File: src/core/upis_defs.vh
/*
 * constants for the usb power and interrupt status block:
 * register byte addresses, field positions, reset values, timing.
 * assumes a 40 mhz system clock and a 32-bit axi4-lite register bus.
 */
`ifndef UPIS_DEFS_VH
`define UPIS_DEFS_VH

// register byte addresses
`define UPIS_ADDR_PM      32'hf00e0004
`define UPIS_ADDR_INTR    32'hf00e0008
`define UPIS_ADDR_IRQCTL  32'hf00e002c

// reset values
`define UPIS_PM_RST       8'h00
`define UPIS_INTR_RST     12'h000

// power management control fields
`define UPIS_PM_SUSALLOW  0
`define UPIS_PM_SUSSTATE  1
`define UPIS_PM_RESDRIVE  2
`define UPIS_PM_BUSRST    3
`define UPIS_PM_TXSWAP    4
`define UPIS_PM_RXSWAP    5
`define UPIS_PM_FSYNC     7
`define UPIS_PM_RSVD      6

// interrupt status fields
`define UPIS_IS_EP0       0
`define UPIS_IS_EPLO      1
`define UPIS_IS_EPHI      4
`define UPIS_IS_SUS       8
`define UPIS_IS_RES       9
`define UPIS_IS_RST       10
`define UPIS_IS_DISC      11
`define UPIS_IS_RSVLO     5
`define UPIS_IS_RSVHI     7

// clear masks: read clears bits 0..10, write-one clears bit 11
`define UPIS_IS_RDCLR     12'h7ff
`define UPIS_IS_W1C       12'h800

// irq control field
`define UPIS_IC_SUSEN     0

// axi responses
`define UPIS_RESP_OKAY    2'h0
`define UPIS_RESP_SLVERR  2'h2

// timing: clock rate and idle / reset intervals in microseconds
`define UPIS_CLK_HZ       40000000
`define UPIS_IDLE_US      3000
`define UPIS_SE0_US       3000

`endif

File: src/core/upis_core.v
/*
 * usb power management and interrupt status logic with an
 * axi4-lite register slave, data swap paths and iso frame sync.
 * assumes all inputs synchronous to mclk and serial-engine event
 * inputs presented as one-cycle pulses.
 */
// The AXI4-Lite register port is this design's own decision.
// Behaviour
// - suspend entry only when suspend allow set
// - suspend state flag sets on suspend entry
// - suspend flag clears on resume-drive clear, resume read
// - drive resume while suspended and resume-drive set
// - bus-reset bit follows persisting reset, read only
// - transmit swap bit swaps core-to-engine data
// - receive swap bit swaps engine-to-core data
// - frame sync iso waits for sof after ready
// - endpoint bits: ep0 bit0, ep1..4 bits 1..4
// - ep0 bit sets on its five events
// - bulk endpoint bit sets on its events
// - iso endpoint bit adds underrun event
// - suspend bit sets every 3ms idle
// - suspend interrupt disabled after reset
// - resume bit sets on resume while suspended
// - reset wake: resume first, reset after 3ms
// - reset bit sets on host reset signaling
// - disconnect bit sets on disconnect done
`timescale 1ns/10ps
`include "upis_defs.vh"

module upis_core #(
  parameter DW       = 32,                       // swap path width
  parameter CNT_W    = 17,                       // interval counter width
  parameter IDLE_CYC = (`UPIS_CLK_HZ / 1000000) * `UPIS_IDLE_US,
  parameter SE0_CYC  = (`UPIS_CLK_HZ / 1000000) * `UPIS_SE0_US
) (
  input  wire          mclk,
  input  wire          nrst,
  // axi4-lite slave
  input  wire [31:0]   awaddr,
  input  wire          awvalid,
  output wire          awready,
  input  wire [31:0]   wdata,
  input  wire [3:0]    wstrb,
  input  wire          wvalid,
  output wire          wready,
  output reg  [1:0]    bresp,
  output reg           bvalid,
  input  wire          bready,
  input  wire [31:0]   araddr,
  input  wire          arvalid,
  output wire          arready,
  output reg  [31:0]   rdata,
  output reg  [1:0]    rresp,
  output reg           rvalid,
  input  wire          rready,
  // bus line state from the serial engine
  input  wire          bus_idle,
  input  wire          bus_se0,
  input  wire          bus_resume,
  output wire          suspend_mode,
  output wire          resume_out,
  output wire          bus_reset,
  // endpoint 0 events
  input  wire          ep0_out_ready_set,
  input  wire          ep0_in_ready_clr,
  input  wire          ep0_stall_sent_set,
  input  wire          setup_end_flag_set,
  input  wire          ep0_transfer_done_clr,
  // endpoint 1..4 events, bit 0 is endpoint 1
  input  wire [3:0]    ep_iso,
  input  wire [3:0]    endpoint_in_ready_clr,
  input  wire [3:0]    ep_fifo_flush,
  input  wire [3:0]    out_stall_sent_set,
  input  wire [3:0]    in_stall_sent_set,
  input  wire [3:0]    iso_underrun,
  input  wire          disconnect_done,
  // iso in frame sync
  input  wire          iso_mode,
  input  wire          in_packet_ready,
  input  wire          sof_token,
  input  wire          in_token,
  output reg           in_send_r,
  output reg           in_zero_len_r,
  // data swap paths
  input  wire [DW-1:0] tx_data_in,
  output reg  [DW-1:0] tx_data_out_r,
  input  wire [DW-1:0] rx_data_in,
  output reg  [DW-1:0] rx_data_out_r
);

////////////////////////////////////////////////////////////////////////
// byte reversal used by both swap paths
function [DW-1:0] swap_bytes;
  input [DW-1:0] d;
  integer i;
  begin
    for (i = 0; i < DW / 8; i = i + 1) begin
      swap_bytes[i*8 +: 8] = d[DW-8-i*8 +: 8];
    end
  end
endfunction

////////////////////////////////////////////////////////////////////////
// register state
reg  [7:0]       pm_r;           // power management control
reg  [11:0]      intr_r;         // interrupt status
reg              sus_en_r;       // suspend interrupt enable
reg  [CNT_W-1:0] idle_cnt_r;     // idle interval counter
reg  [CNT_W-1:0] se0_cnt_r;      // se0 persistence counter
reg              rst_seen_r;     // reset signaling present
reg              se0_d_r;        // previous se0 level
reg              ep0_in_ready_d_r;      // previous in ready level
reg              wait_sof_r;     // armed, waiting for sof
reg              go_r;           // sof seen, packet may go
reg              aw_got_r;       // write address held
reg              w_got_r;        // write data held
reg  [31:0]      aw_addr_r;      // held write address
reg  [31:0]      w_data_r;       // held write data
reg  [3:0]       w_strb_r;       // held write strobes

////////////////////////////////////////////////////////////////////////
// axi handshakes
assign awready = ~aw_got_r & ~bvalid;
assign wready  = ~w_got_r & ~bvalid;
assign arready = ~rvalid;

wire aw_hs   = awvalid & awready;  // address taken
wire w_hs    = wvalid & wready;    // data taken
wire ar_hs   = arvalid & arready;  // read taken
wire wr_go   = aw_got_r & w_got_r & ~bvalid;  // both halves held

wire wr_pm   = wr_go & (aw_addr_r == `UPIS_ADDR_PM) & w_strb_r[0];
wire wr_int  = wr_go & (aw_addr_r == `UPIS_ADDR_INTR) & w_strb_r[1];
wire wr_ic   = wr_go & (aw_addr_r == `UPIS_ADDR_IRQCTL) & w_strb_r[0];
wire rd_int  = ar_hs & (araddr == `UPIS_ADDR_INTR);

// mapped address check
wire wr_map  = (aw_addr_r == `UPIS_ADDR_PM) | (aw_addr_r == `UPIS_ADDR_INTR)
             | (aw_addr_r == `UPIS_ADDR_IRQCTL);
wire rd_map  = (araddr == `UPIS_ADDR_PM) | (araddr == `UPIS_ADDR_INTR)
             | (araddr == `UPIS_ADDR_IRQCTL);

////////////////////////////////////////////////////////////////////////
// write channel capture and response
always @(posedge mclk or negedge nrst) begin
  if (!nrst) begin
    aw_got_r  <= 1'b0;
    w_got_r   <= 1'b0;
    aw_addr_r <= 32'h00000000;
    w_data_r  <= 32'h00000000;
    w_strb_r  <= 4'h0;
    bvalid    <= 1'b0;
    bresp     <= `UPIS_RESP_OKAY;
  end else begin
    if (aw_hs) begin               // latch address
      aw_got_r  <= 1'b1;
      aw_addr_r <= awaddr;
    end
    if (w_hs) begin                // latch data
      w_got_r  <= 1'b1;
      w_data_r <= wdata;
      w_strb_r <= wstrb;
    end
    if (wr_go) begin               // both held: answer
      aw_got_r <= 1'b0;
      w_got_r  <= 1'b0;
      bvalid   <= 1'b1;
      bresp    <= wr_map ? `UPIS_RESP_OKAY : `UPIS_RESP_SLVERR;
    end else if (bvalid & bready) begin
      bvalid <= 1'b0;
    end
  end
end

////////////////////////////////////////////////////////////////////////
// read channel, data sampled at address handshake
always @(posedge mclk or negedge nrst) begin
  if (!nrst) begin
    rvalid <= 1'b0;
    rdata  <= 32'h00000000;
    rresp  <= `UPIS_RESP_OKAY;
  end else begin
    if (ar_hs) begin
      rvalid <= 1'b1;
      rresp  <= rd_map ? `UPIS_RESP_OKAY : `UPIS_RESP_SLVERR;
      case (araddr)
        `UPIS_ADDR_PM:     rdata <= {24'h000000, pm_r};
        `UPIS_ADDR_INTR:   rdata <= {20'h00000, intr_r};
        `UPIS_ADDR_IRQCTL: rdata <= {31'h00000000, sus_en_r};
        default:           rdata <= 32'h00000000;  // unmapped
      endcase
    end else if (rvalid & rready) begin
      rvalid <= 1'b0;
    end
  end
end

////////////////////////////////////////////////////////////////////////
// idle interval: one pulse per 3ms of idle bus
wire idle_tick = bus_idle & (idle_cnt_r == IDLE_CYC[CNT_W-1:0] - 1'b1);

always @(posedge mclk or negedge nrst) begin
  if (!nrst) begin
    idle_cnt_r <= {CNT_W{1'b0}};
  end else if (!bus_idle || idle_tick) begin
    idle_cnt_r <= {CNT_W{1'b0}};             // activity or wrap
  end else begin
    idle_cnt_r <= idle_cnt_r + 1'b1;
  end
end

////////////////////////////////////////////////////////////////////////
// se0 persistence: reset signaling once held 3ms
wire se0_full = (se0_cnt_r == SE0_CYC[CNT_W-1:0] - 1'b1);

always @(posedge mclk or negedge nrst) begin
  if (!nrst) begin
    se0_cnt_r  <= {CNT_W{1'b0}};
    rst_seen_r <= 1'b0;
    se0_d_r    <= 1'b0;
  end else begin
    se0_d_r <= bus_se0;
    if (!bus_se0) begin                      // reset over
      se0_cnt_r  <= {CNT_W{1'b0}};
      rst_seen_r <= 1'b0;
    end else if (se0_full) begin
      rst_seen_r <= 1'b1;
    end else begin
      se0_cnt_r <= se0_cnt_r + 1'b1;
    end
  end
end

wire rst_rise = bus_se0 & se0_full & ~rst_seen_r;  // reset detected
wire se0_rise = bus_se0 & ~se0_d_r;                // se0 onset

assign bus_reset = rst_seen_r;

////////////////////////////////////////////////////////////////////////
// power management control register
wire susp    = pm_r[`UPIS_PM_SUSSTATE];
wire res_ev  = susp & (bus_resume | se0_rise);     // wake seen
wire res_clr = wr_pm & pm_r[`UPIS_PM_RESDRIVE]
             & ~w_data_r[`UPIS_PM_RESDRIVE];       // drive ended
wire res_rd  = rd_int & intr_r[`UPIS_IS_RES];      // resume serviced
wire sus_in  = idle_tick & pm_r[`UPIS_PM_SUSALLOW] & ~susp;

always @(posedge mclk or negedge nrst) begin
  if (!nrst) begin
    pm_r <= `UPIS_PM_RST;
  end else begin
    if (wr_pm) begin                         // software fields
      pm_r[`UPIS_PM_SUSALLOW] <= w_data_r[`UPIS_PM_SUSALLOW];
      pm_r[`UPIS_PM_RESDRIVE] <= w_data_r[`UPIS_PM_RESDRIVE];
      pm_r[`UPIS_PM_TXSWAP]   <= w_data_r[`UPIS_PM_TXSWAP];
      pm_r[`UPIS_PM_RXSWAP]   <= w_data_r[`UPIS_PM_RXSWAP];
      pm_r[`UPIS_PM_FSYNC]    <= w_data_r[`UPIS_PM_FSYNC];
    end
    // entry wins over a clear in the same cycle
    if (sus_in) begin
      pm_r[`UPIS_PM_SUSSTATE] <= 1'b1;
    end else if (res_clr || res_rd) begin
      pm_r[`UPIS_PM_SUSSTATE] <= 1'b0;
    end
    pm_r[`UPIS_PM_BUSRST] <= rst_seen_r;
    pm_r[`UPIS_PM_RSVD] <= 1'b0;             // reserved
  end
end

assign suspend_mode = susp;
// software times the drive width
assign resume_out = susp & pm_r[`UPIS_PM_RESDRIVE];

////////////////////////////////////////////////////////////////////////
// suspend interrupt enable, off after reset
always @(posedge mclk or negedge nrst) begin
  if (!nrst) begin
    sus_en_r <= 1'b0;
  end else if (wr_ic) begin
    sus_en_r <= w_data_r[`UPIS_IC_SUSEN];
  end
end

////////////////////////////////////////////////////////////////////////
// endpoint event collection
wire       ep0_ev = ep0_out_ready_set | ep0_in_ready_clr
                  | ep0_stall_sent_set | setup_end_flag_set
                  | ep0_transfer_done_clr;
wire [3:0] ep_ev;

genvar g;
generate
  for (g = 0; g < 4; g = g + 1) begin : g_ep
    // underrun only counts on iso endpoints
    assign ep_ev[g] = endpoint_in_ready_clr[g] | ep_fifo_flush[g]
                    | out_stall_sent_set[g] | in_stall_sent_set[g]
                    | (ep_iso[g] & iso_underrun[g]);
  end
endgenerate

////////////////////////////////////////////////////////////////////////
// interrupt status register: set wins over read clear
wire [11:0] set_v;
assign set_v[`UPIS_IS_EP0]                = ep0_ev;
assign set_v[`UPIS_IS_EPHI:`UPIS_IS_EPLO] = ep_ev;
assign set_v[`UPIS_IS_RSVHI:`UPIS_IS_RSVLO] = 3'h0;
assign set_v[`UPIS_IS_SUS]  = idle_tick & sus_en_r;
assign set_v[`UPIS_IS_RES]  = res_ev;
assign set_v[`UPIS_IS_RST]  = rst_rise;
assign set_v[`UPIS_IS_DISC] = disconnect_done;

// read clears all but disconnect, which clears by writing one
wire [11:0] clr_v = ({12{rd_int}} & `UPIS_IS_RDCLR)
                  | ({12{wr_int & w_data_r[`UPIS_IS_DISC]}} & `UPIS_IS_W1C);

always @(posedge mclk or negedge nrst) begin
  if (!nrst) begin
    intr_r <= `UPIS_INTR_RST;
  end else begin
    intr_r <= set_v | (intr_r & ~clr_v);
  end
end

////////////////////////////////////////////////////////////////////////
// iso frame-synchronised in update
wire fsync    = iso_mode & pm_r[`UPIS_PM_FSYNC];
wire rdy_rise = in_packet_ready & ~ep0_in_ready_d_r;

always @(posedge mclk or negedge nrst) begin
  if (!nrst) begin
    ep0_in_ready_d_r     <= 1'b0;
    wait_sof_r    <= 1'b0;
    go_r          <= 1'b0;
    in_send_r     <= 1'b0;
    in_zero_len_r <= 1'b0;
  end else begin
    ep0_in_ready_d_r     <= in_packet_ready;
    in_send_r     <= 1'b0;
    in_zero_len_r <= 1'b0;
    if (!in_packet_ready) begin              // nothing pending
      wait_sof_r <= 1'b0;
      go_r       <= 1'b0;
    end else if (rdy_rise & fsync) begin
      wait_sof_r <= 1'b1;
    end else if (wait_sof_r & sof_token) begin
      wait_sof_r <= 1'b0;
      go_r       <= 1'b1;
    end
    if (in_token) begin
      if (fsync & ~go_r) begin
        in_zero_len_r <= 1'b1;
      end else if (in_packet_ready) begin
        in_send_r <= 1'b1;
        go_r      <= 1'b0;
      end else begin
        in_zero_len_r <= 1'b0;               // no data: core naks
      end
    end
  end
end

////////////////////////////////////////////////////////////////////////
// registered data swap paths
always @(posedge mclk or negedge nrst) begin
  if (!nrst) begin
    tx_data_out_r <= {DW{1'b0}};
    rx_data_out_r <= {DW{1'b0}};
  end else begin
    tx_data_out_r <= pm_r[`UPIS_PM_TXSWAP] ? swap_bytes(tx_data_in)
                                           : tx_data_in;
    rx_data_out_r <= pm_r[`UPIS_PM_RXSWAP] ? swap_bytes(rx_data_in)
                                           : rx_data_in;
  end
end

endmodule

File: config.mk
export PLATFORM = sky130hd
export DESIGN_NAME = upis_core
export DESIGN_NICKNAME = d
export VERILOG_FILES = /design/src/core/upis_core.v
export VERILOG_INCLUDE_DIRS = /design/src /design/src/core
export SDC_FILE = /design/constraint.sdc
export NUM_CORES = 1
export LEC_CHECK = 0
export ABC_AREA = 1
export BUFFER_PORTS_ARGS = -buffer_cell sky130_fd_sc_hd__buf_2
export CAP_MARGIN = 15
export CORE_ASPECT_RATIO = 0.8
export CORE_MARGIN = 4
export CORE_UTILIZATION = 30
export DETAILED_ROUTE_END_ITERATION = 16
export MAX_ROUTING_LAYER = met4
export PLACE_DENSITY = 0.57
export SYNTH_ARGS = -nofsm -noshare
export SYNTH_HDL_FRONTEND = slang
export SYNTH_SLANG_ARGS = --single-unit
export TNS_END_PERCENT = 1
File: constraint.sdc
create_clock -name mclk -period 2.4 [get_ports mclk]
set_input_delay 0.24 -clock mclk [delete_from_list [all_inputs] [get_ports mclk]]
set_output_delay 0.24 -clock mclk [all_outputs]
set_load 0.05 [all_outputs]
### Word level (Yosys, flattened, before mapping)

Index checks and enable logic that the tools add are counted.

| operators by class | value |
|---|---|
| add/subtract/negate cells | 2 |
| equal/unequal tests | 11 |
| muxes and demuxes | 34 |
| bitwise operators | 77 |
| reduce and logical (&&, ||, !) cells | 8 |

Operators with widths:

| operator | count |
|---|---|
| equality test 32 bit, second input constant | 6 |
| 2-to-1 mux 32 bit | 2 |
| 2-to-1 mux 17 bit | 3 |
| AND 1 bit | 38 |
| case mux 12 bit (3 select lines) | 1 |
| adder 17 x 1 -> 17 bit, second input constant | 2 |
| equality test 17 bit, second input constant | 2 |
| 2-to-1 mux 1 bit | 26 |
| OR 1 bit | 25 |
| AND 12 bit | 1 |
| inverter 12 bit | 1 |
| OR 11 x 12 -> 12 bit | 1 |
| OR 12 bit | 1 |
| inverter 1 bit | 10 |
| nonzero test 2 bit | 5 |
| 2-to-1 mux 2 bit | 2 |
| inequality test 3 x 1 -> 1 bit, second input constant | 1 |
| logical OR 1 bit | 2 |
| inequality test 2 x 1 -> 1 bit, second input constant | 1 |
| inequality test 2 bit, second input constant | 1 |
| zero test 1 bit | 1 |

| storage, ports and cells | value |
|---|---|
| bits in registers | 211 |
| input bits | 208 |
| output and inout port bits | 110 |
| word-level logic and storage cells | 158 |

### Logic depth before layout (Yosys ltp)

| logic depth | value |
|---|---|
| depth in word-level cells | 9 |
| gate-level depth with buffers | 10 |
| depth with buffers taken out | 10 |

### Worst setup path before layout

Ideal clock, no wire load.

| timing path | value |
|---|---|
| path kind | register to register |
| start point | reg bvalid |
| end point | reg w_data_r[11] |
| setup time | 0.128 ns |
| data arrival time | 2.113 ns |
| data required time | 2.272 ns |
| slack | 0.159 ns |
| cell stages (with the launch flop) | 5 |
| buffers on the path | 1 |
| period minus slack after synthesis | 2.241 ns |
| cell sequence | dfrtp_1 -> nor2_1 -> nand2_1 -> buf_2 -> mux2_1 |

| between the ends | value |
|---|---|
| longest elaborated chain between the ends | 3 |

RTL lines:

| element | RTL line | source |
|---|---|---|
| start, declared | upis_core.v:47 | `output reg bvalid,` |
| start signal, assigned | upis_core.v:152 | `bvalid <= 1'b0;` |
| start signal, assigned | upis_core.v:167 | `bvalid <= 1'b1;` |
| start signal, assigned | upis_core.v:170 | `bvalid <= 1'b0;` |
| inverter 1 bit | upis_core.v:124 | `assign wready = ~w_got_r & ~bvalid;` |
| AND 1 bit | upis_core.v:124 |  |
| named net wready | upis_core.v:45 | `output wire wready,` |
| AND 1 bit | upis_core.v:128 | `wire w_hs = wvalid & wready;` |
| end signal, assigned | upis_core.v:161 | `w_data_r <= wdata;` |
| end, declared | upis_core.v:118 | `reg [31:0] w_data_r;` |

The timed path passes the listed nets, and every way through them passes these cells.
A chain may end at the register's enable or synchronous reset.

### Worst setup path after layout

| timing path | value |
|---|---|
| start point | reg rvalid |
| end point | reg intr_r[0] |

| between the ends | value |
|---|---|
| longest elaborated chain between the ends | 7 |

RTL lines:

| element | RTL line | source |
|---|---|---|
| start, declared | upis_core.v:54 | `output reg rvalid,` |
| start signal, assigned | upis_core.v:179 | `rvalid <= 1'b0;` |
| start signal, assigned | upis_core.v:184 | `rvalid <= 1'b1;` |
| start signal, assigned | upis_core.v:193 | `rvalid <= 1'b0;` |
| inverter 1 bit | upis_core.v:125 | `assign arready = ~rvalid;` |
| AND 1 bit | upis_core.v:129 | `wire ar_hs = arvalid & arready;` |
| AND 1 bit | upis_core.v:135 | `` wire rd_int = ar_hs & (araddr == `UPIS_ADDR_INTR); `` |
| OR 11 x 12 -> 12 bit | upis_core.v:313 | `` wire [11:0] clr_v = ({12{rd_int}} & `UPIS_IS_RDCLR) `` |
| inverter 12 bit | upis_core.v:320 | `intr_r <= set_v \| (intr_r & ~clr_v);` |
| AND 12 bit | upis_core.v:320 |  |
| OR 12 bit | upis_core.v:320 |  |
| end signal, assigned | upis_core.v:318 | `` intr_r <= `UPIS_INTR_RST; `` |
| end signal, assigned | upis_core.v:320 |  |
| end, declared | upis_core.v:106 | `reg [11:0] intr_r;` |

No other way between the ends.

==> flow_summary.yaml <==
flow_run:
  drv.max_cap_violation_count: 0
pwr:
  power-per-cell-area_nw_per_um2: 768.2
  power_leakage_nw: 5.309
  peakVddDrop_mv: 0.4627
detailed_routing:
  drt_iter0_drc: 326
  postRouteAntennaNets: 0
  routed_wl_um: 21290
  met3_routed_wl_um: 1582
  viasPerCell: 4.342
  drcViolationCount: 0
  avgRoutedWirePerCell_um: 13.76
  wl_met2_um: 9940
  drt_first_pass_iters: 4
  routedLengthMet1_um: 9448
  routed-via-count: 6721
  route.top_layer_used: "met4"
logic_synthesis:
  synth.cell_area_um2: 8160
  yosysWarningCount: 0
  synth.distinct_cells: 43
  synth_area_per_cell_um2: 9.221
  syn-instance-count: 885
  synth.ff_latch_count: 183
  ys_seq_area_share_pct: 56.12
floorplan:
  dieArea_um2: 29920
  initial_cell_density_of_the_core_pct: 30.76
  coreArea_um2: 26530
  die_width_um: 192.4
  io-pin-count: 318
  standard_cell_rows: 53
  floorplan.die.height_um: 155.5
grt:
  grt_overflow_total: 0
  antenna_found_initial: 0
  first_global_vias: 6594
  total_routing_usage_gr_pct: 14.52
  grt_max_degree: 59
  global_route_wire_length_before_repair_um: 33380
setup_path:
  end_kind: "flop"
  critical_path_peak_fanout: 16
  setup.worst_path.class: "flop to flop"
  crit_path_launch_type: "flop"
  worst-endpoint-arrival_ns: 2.21
  critPathRequiredTime_ns: 2.71
  critPathSlowestCell: "sky130_fd_sc_hd__dlygate4sd3_1"
  worst_path_most_repeated_cell: "sky130_fd_sc_hd__inv_2"
  crit_path_cell_trace: "inv_2 > nand2_1 > buf_4 > inv_2 > nand2_4 > nand2_2 > nand3_1 > dlygate4sd3_1"
  critPathMaxStageDelay_ns: 0.55
sta:
  finalMaxSlewViolations: 0
  fin_crit_ns: 1.902
  finalHoldViolCount: 0
  slew_headroom_pct: 46.83
  fin_crit_sh_pct: 79.24
  setup_viol: 0
  post_route_skew_ns: 0.01061
  max_slew.worst_pin.slew_ns: 0.7947
  timing.setup.tns_ns: 0
  grt_setup_unrepaired: "no"
  fmax_mhz: 525.8
clocking:
  worst_setup_hold_path_clk_slew_ns: 0.07
  cts_max_level: 4
  cts_tree: "done"
  clock_tree.buffer_depth: 2
  worst_skew_pair.late_latency_ns: 0.43
  root_buffer: "sky130_fd_sc_hd__clkbuf_16"
  tritoncts.num_buffers: 17
  post_cts.resized_instances: 0
  cts.sink_count: 183
outcome:
  outcome: "complete, no violations"
hold_path:
  hold_path.class: "input pin to flop"
cells_and_area:
  design.final.nets: 1388
  utilization_pct: 40.08
  diodes: 0
  post_route_cells_drive_above_1_share_pct: 31.82
  flow.area_growth_from_synthesis_pct: 30.27
place:
  post-dp-hpwl_um: 16160
  finalWeightedCongestion: 0.8238
  port_buffers: 267
==> path summary, 6_finish.rpt <==
kind                                      start  cells past startpoint  slack (ns)                         end
max                          rvalid$_DFFE_PN0P_                      8        0.50         intr_r[0]$_DFF_PN0_
min                        in_stall_sent_set[1]                      3        0.02         intr_r[2]$_DFF_PN0_
max reg2reg                  rvalid$_DFFE_PN0P_                      8        0.50         intr_r[0]$_DFF_PN0_
min reg2reg                      go_r$_DFF_PN0_                      1        0.47     in_zero_len_r$_DFF_PN0_
max in group asynchronous                  nrst                      3        1.36  tx_data_out_r[6]$_DFF_PN0_
min in group asynchronous                  nrst                      2        0.34   aw_addr_r[13]$_DFFE_PN0P_
==> Yosys cell counts <==
master | instances | area [um2]
sky130_fd_sc_hd__a211oi_1 | 1 | 7.510
sky130_fd_sc_hd__a21oi_1 | 12 | 60.06
sky130_fd_sc_hd__a31o_2 | 1 | 8.760
sky130_fd_sc_hd__a31oi_1 | 2 | 12.51
sky130_fd_sc_hd__buf_2 | 4 | 20.02
sky130_fd_sc_hd__buf_4 | 22 | 165.2
sky130_fd_sc_hd__buf_6 | 2 | 22.52
sky130_fd_sc_hd__clkbuf_1 | 13 | 48.80
sky130_fd_sc_hd__clkbuf_4 | 1 | 7.510
sky130_fd_sc_hd__clkinv_1 | 1 | 3.750
sky130_fd_sc_hd__conb_1 | 1 | 3.750
sky130_fd_sc_hd__dfrtp_1 | 183 | 4579
sky130_fd_sc_hd__ha_1 | 2 | 25.02
sky130_fd_sc_hd__inv_1 | 92 | 345.3
sky130_fd_sc_hd__inv_2 | 5 | 18.77
sky130_fd_sc_hd__mux2_1 | 15 | 168.9
sky130_fd_sc_hd__mux2_2 | 19 | 214.0
sky130_fd_sc_hd__nand2_1 | 192 | 720.7
sky130_fd_sc_hd__nand2_2 | 15 | 93.84
sky130_fd_sc_hd__nand2_4 | 1 | 11.26
sky130_fd_sc_hd__nand3_1 | 36 | 180.2
sky130_fd_sc_hd__nand3_2 | 6 | 60.06
sky130_fd_sc_hd__nand3b_1 | 1 | 7.510
sky130_fd_sc_hd__nand4_1 | 14 | 87.58
sky130_fd_sc_hd__nor2_1 | 90 | 337.8
sky130_fd_sc_hd__nor2_2 | 8 | 50.05
sky130_fd_sc_hd__nor2_4 | 6 | 67.56
sky130_fd_sc_hd__nor2_8 | 1 | 20.02
sky130_fd_sc_hd__nor3_1 | 17 | 85.08
sky130_fd_sc_hd__nor3_2 | 3 | 30.03
sky130_fd_sc_hd__nor3b_1 | 3 | 22.52
sky130_fd_sc_hd__nor3b_2 | 1 | 12.51
sky130_fd_sc_hd__nor4_1 | 5 | 31.28
sky130_fd_sc_hd__nor4_2 | 1 | 12.51
sky130_fd_sc_hd__o21a_1 | 1 | 7.510
sky130_fd_sc_hd__o21ai_0 | 78 | 390.4
sky130_fd_sc_hd__o21ai_1 | 10 | 50.05
sky130_fd_sc_hd__o21ai_2 | 3 | 26.28
sky130_fd_sc_hd__o21bai_1 | 2 | 15.01
sky130_fd_sc_hd__o21bai_2 | 1 | 11.26
sky130_fd_sc_hd__or2_2 | 2 | 12.51
sky130_fd_sc_hd__xnor2_1 | 2 | 17.52
sky130_fd_sc_hd__xor2_1 | 10 | 87.58
==> final cells by class <==
type / instances / area, um2
well taps: 357 / 446.7
inverters: 98 / 367.9
clock buffers: 19 / 432.9
flip-flops and latches: 183 / 4579
fillers: 2707 / 15900
repair buffers: 295 / 1628
clock inverters: 13 / 147.6
multi-input cells: 583 / 3028
==> layout by cell type (no fill, tap or decap), drive strengths merged, types with 14 or more instances in the layout <==
cell type / Yosys / final
buf: 28 / 275
clkbuf: 14 / 20
conb: 1 / 22
dfrtp: 183 / 183
dlygate4sd3: 0 / 19
inv: 97 / 99
mux2: 34 / 34
nand2: 208 / 208
nand3: 42 / 42
nand4: 14 / 14
nor2: 105 / 105
nor3: 20 / 20
o21ai: 91 / 91
==> flip-flops by register name, summed over array words and instances (netlist names) <==
name / count
rvalid: 1
rdata: 12
rresp: 1
w_got_r: 1
w_strb_r: 2
bresp: 1
se0_d_r: 1
bvalid: 1
rx_data_out_r: 32
tx_data_out_r: 32
se0_cnt_r: 17
intr_r: 12
bus_reset: 1
wait_sof_r: 1
in_zero_len_r: 1
idle_cnt_r: 17
w_data_r: 6
pm_r: 7
in_send_r: 1
go_r: 1
aw_got_r: 1
sus_en_r: 1
aw_addr_r: 32
ep0_in_ready_d_r: 1
==> worst max-delay path: cells and delay by family, from the launching register on <==
| family | cells | cell delay (ns) |
|---|---|---|
| buf+inv | 4 | 1.01 |
| simple gates | 4 | 0.38 |
| flops | 1 | 0.39 |
==> cells by family after synthesis <==
family	share of synthesized area, %
and+or+nand+nor	22.58
DFF	56.12
buffers and inverters	7.743
AOI/OAI and AO/OA	7.222
muxes	4.692
xor gates and xnor gates	1.288
adders and majority gates	0.3066
other	0.04595
==> metrics by stage <==
stage,power (mW),instances,hold slack (ns),area (um2),setup slack [ns]
2_1_floorplan,4.933,906,-0.05559,8239,0.1592
3_3_place_gp,5.404,1497,0.2523,9859,0.7717
3_5_place_dp,5.439,1497,0.2525,9859,0.7605
4_1_cts,8.301,1547,0.0004544,10620,0.4657
5_1_grt,8.646,1548,0.003445,10630,0.3481
6_report,8.166,1548,0.01987,10630,0.4982
==> layer usage <==
layer	GRT usage, %	vias to the layer above
met5	-	-
met4	4.379	0
met3	3.567	18
met2	23.40	229
met1	18.18	3096
li1	-	3378
==> report_power, final <==
| group | internal (mW) | total (mW) | switching [mW] |
|---|---|---|---|
| combinational | 0.608 | 1.63 | 1.02 |
| sequential | 3.53 | 3.75 | 0.216 |
| clock | 1.55 | 2.79 | 1.25 |
| total | 5.68 | 8.17 | 2.48 |
==> timing repair <==
action / in CTS / in global routing
hold buffers: 18 / 1
hold endpoints to repair: 65 / 1
buffers inserted: 0 / 0
(Power assumes the default switching activity.)
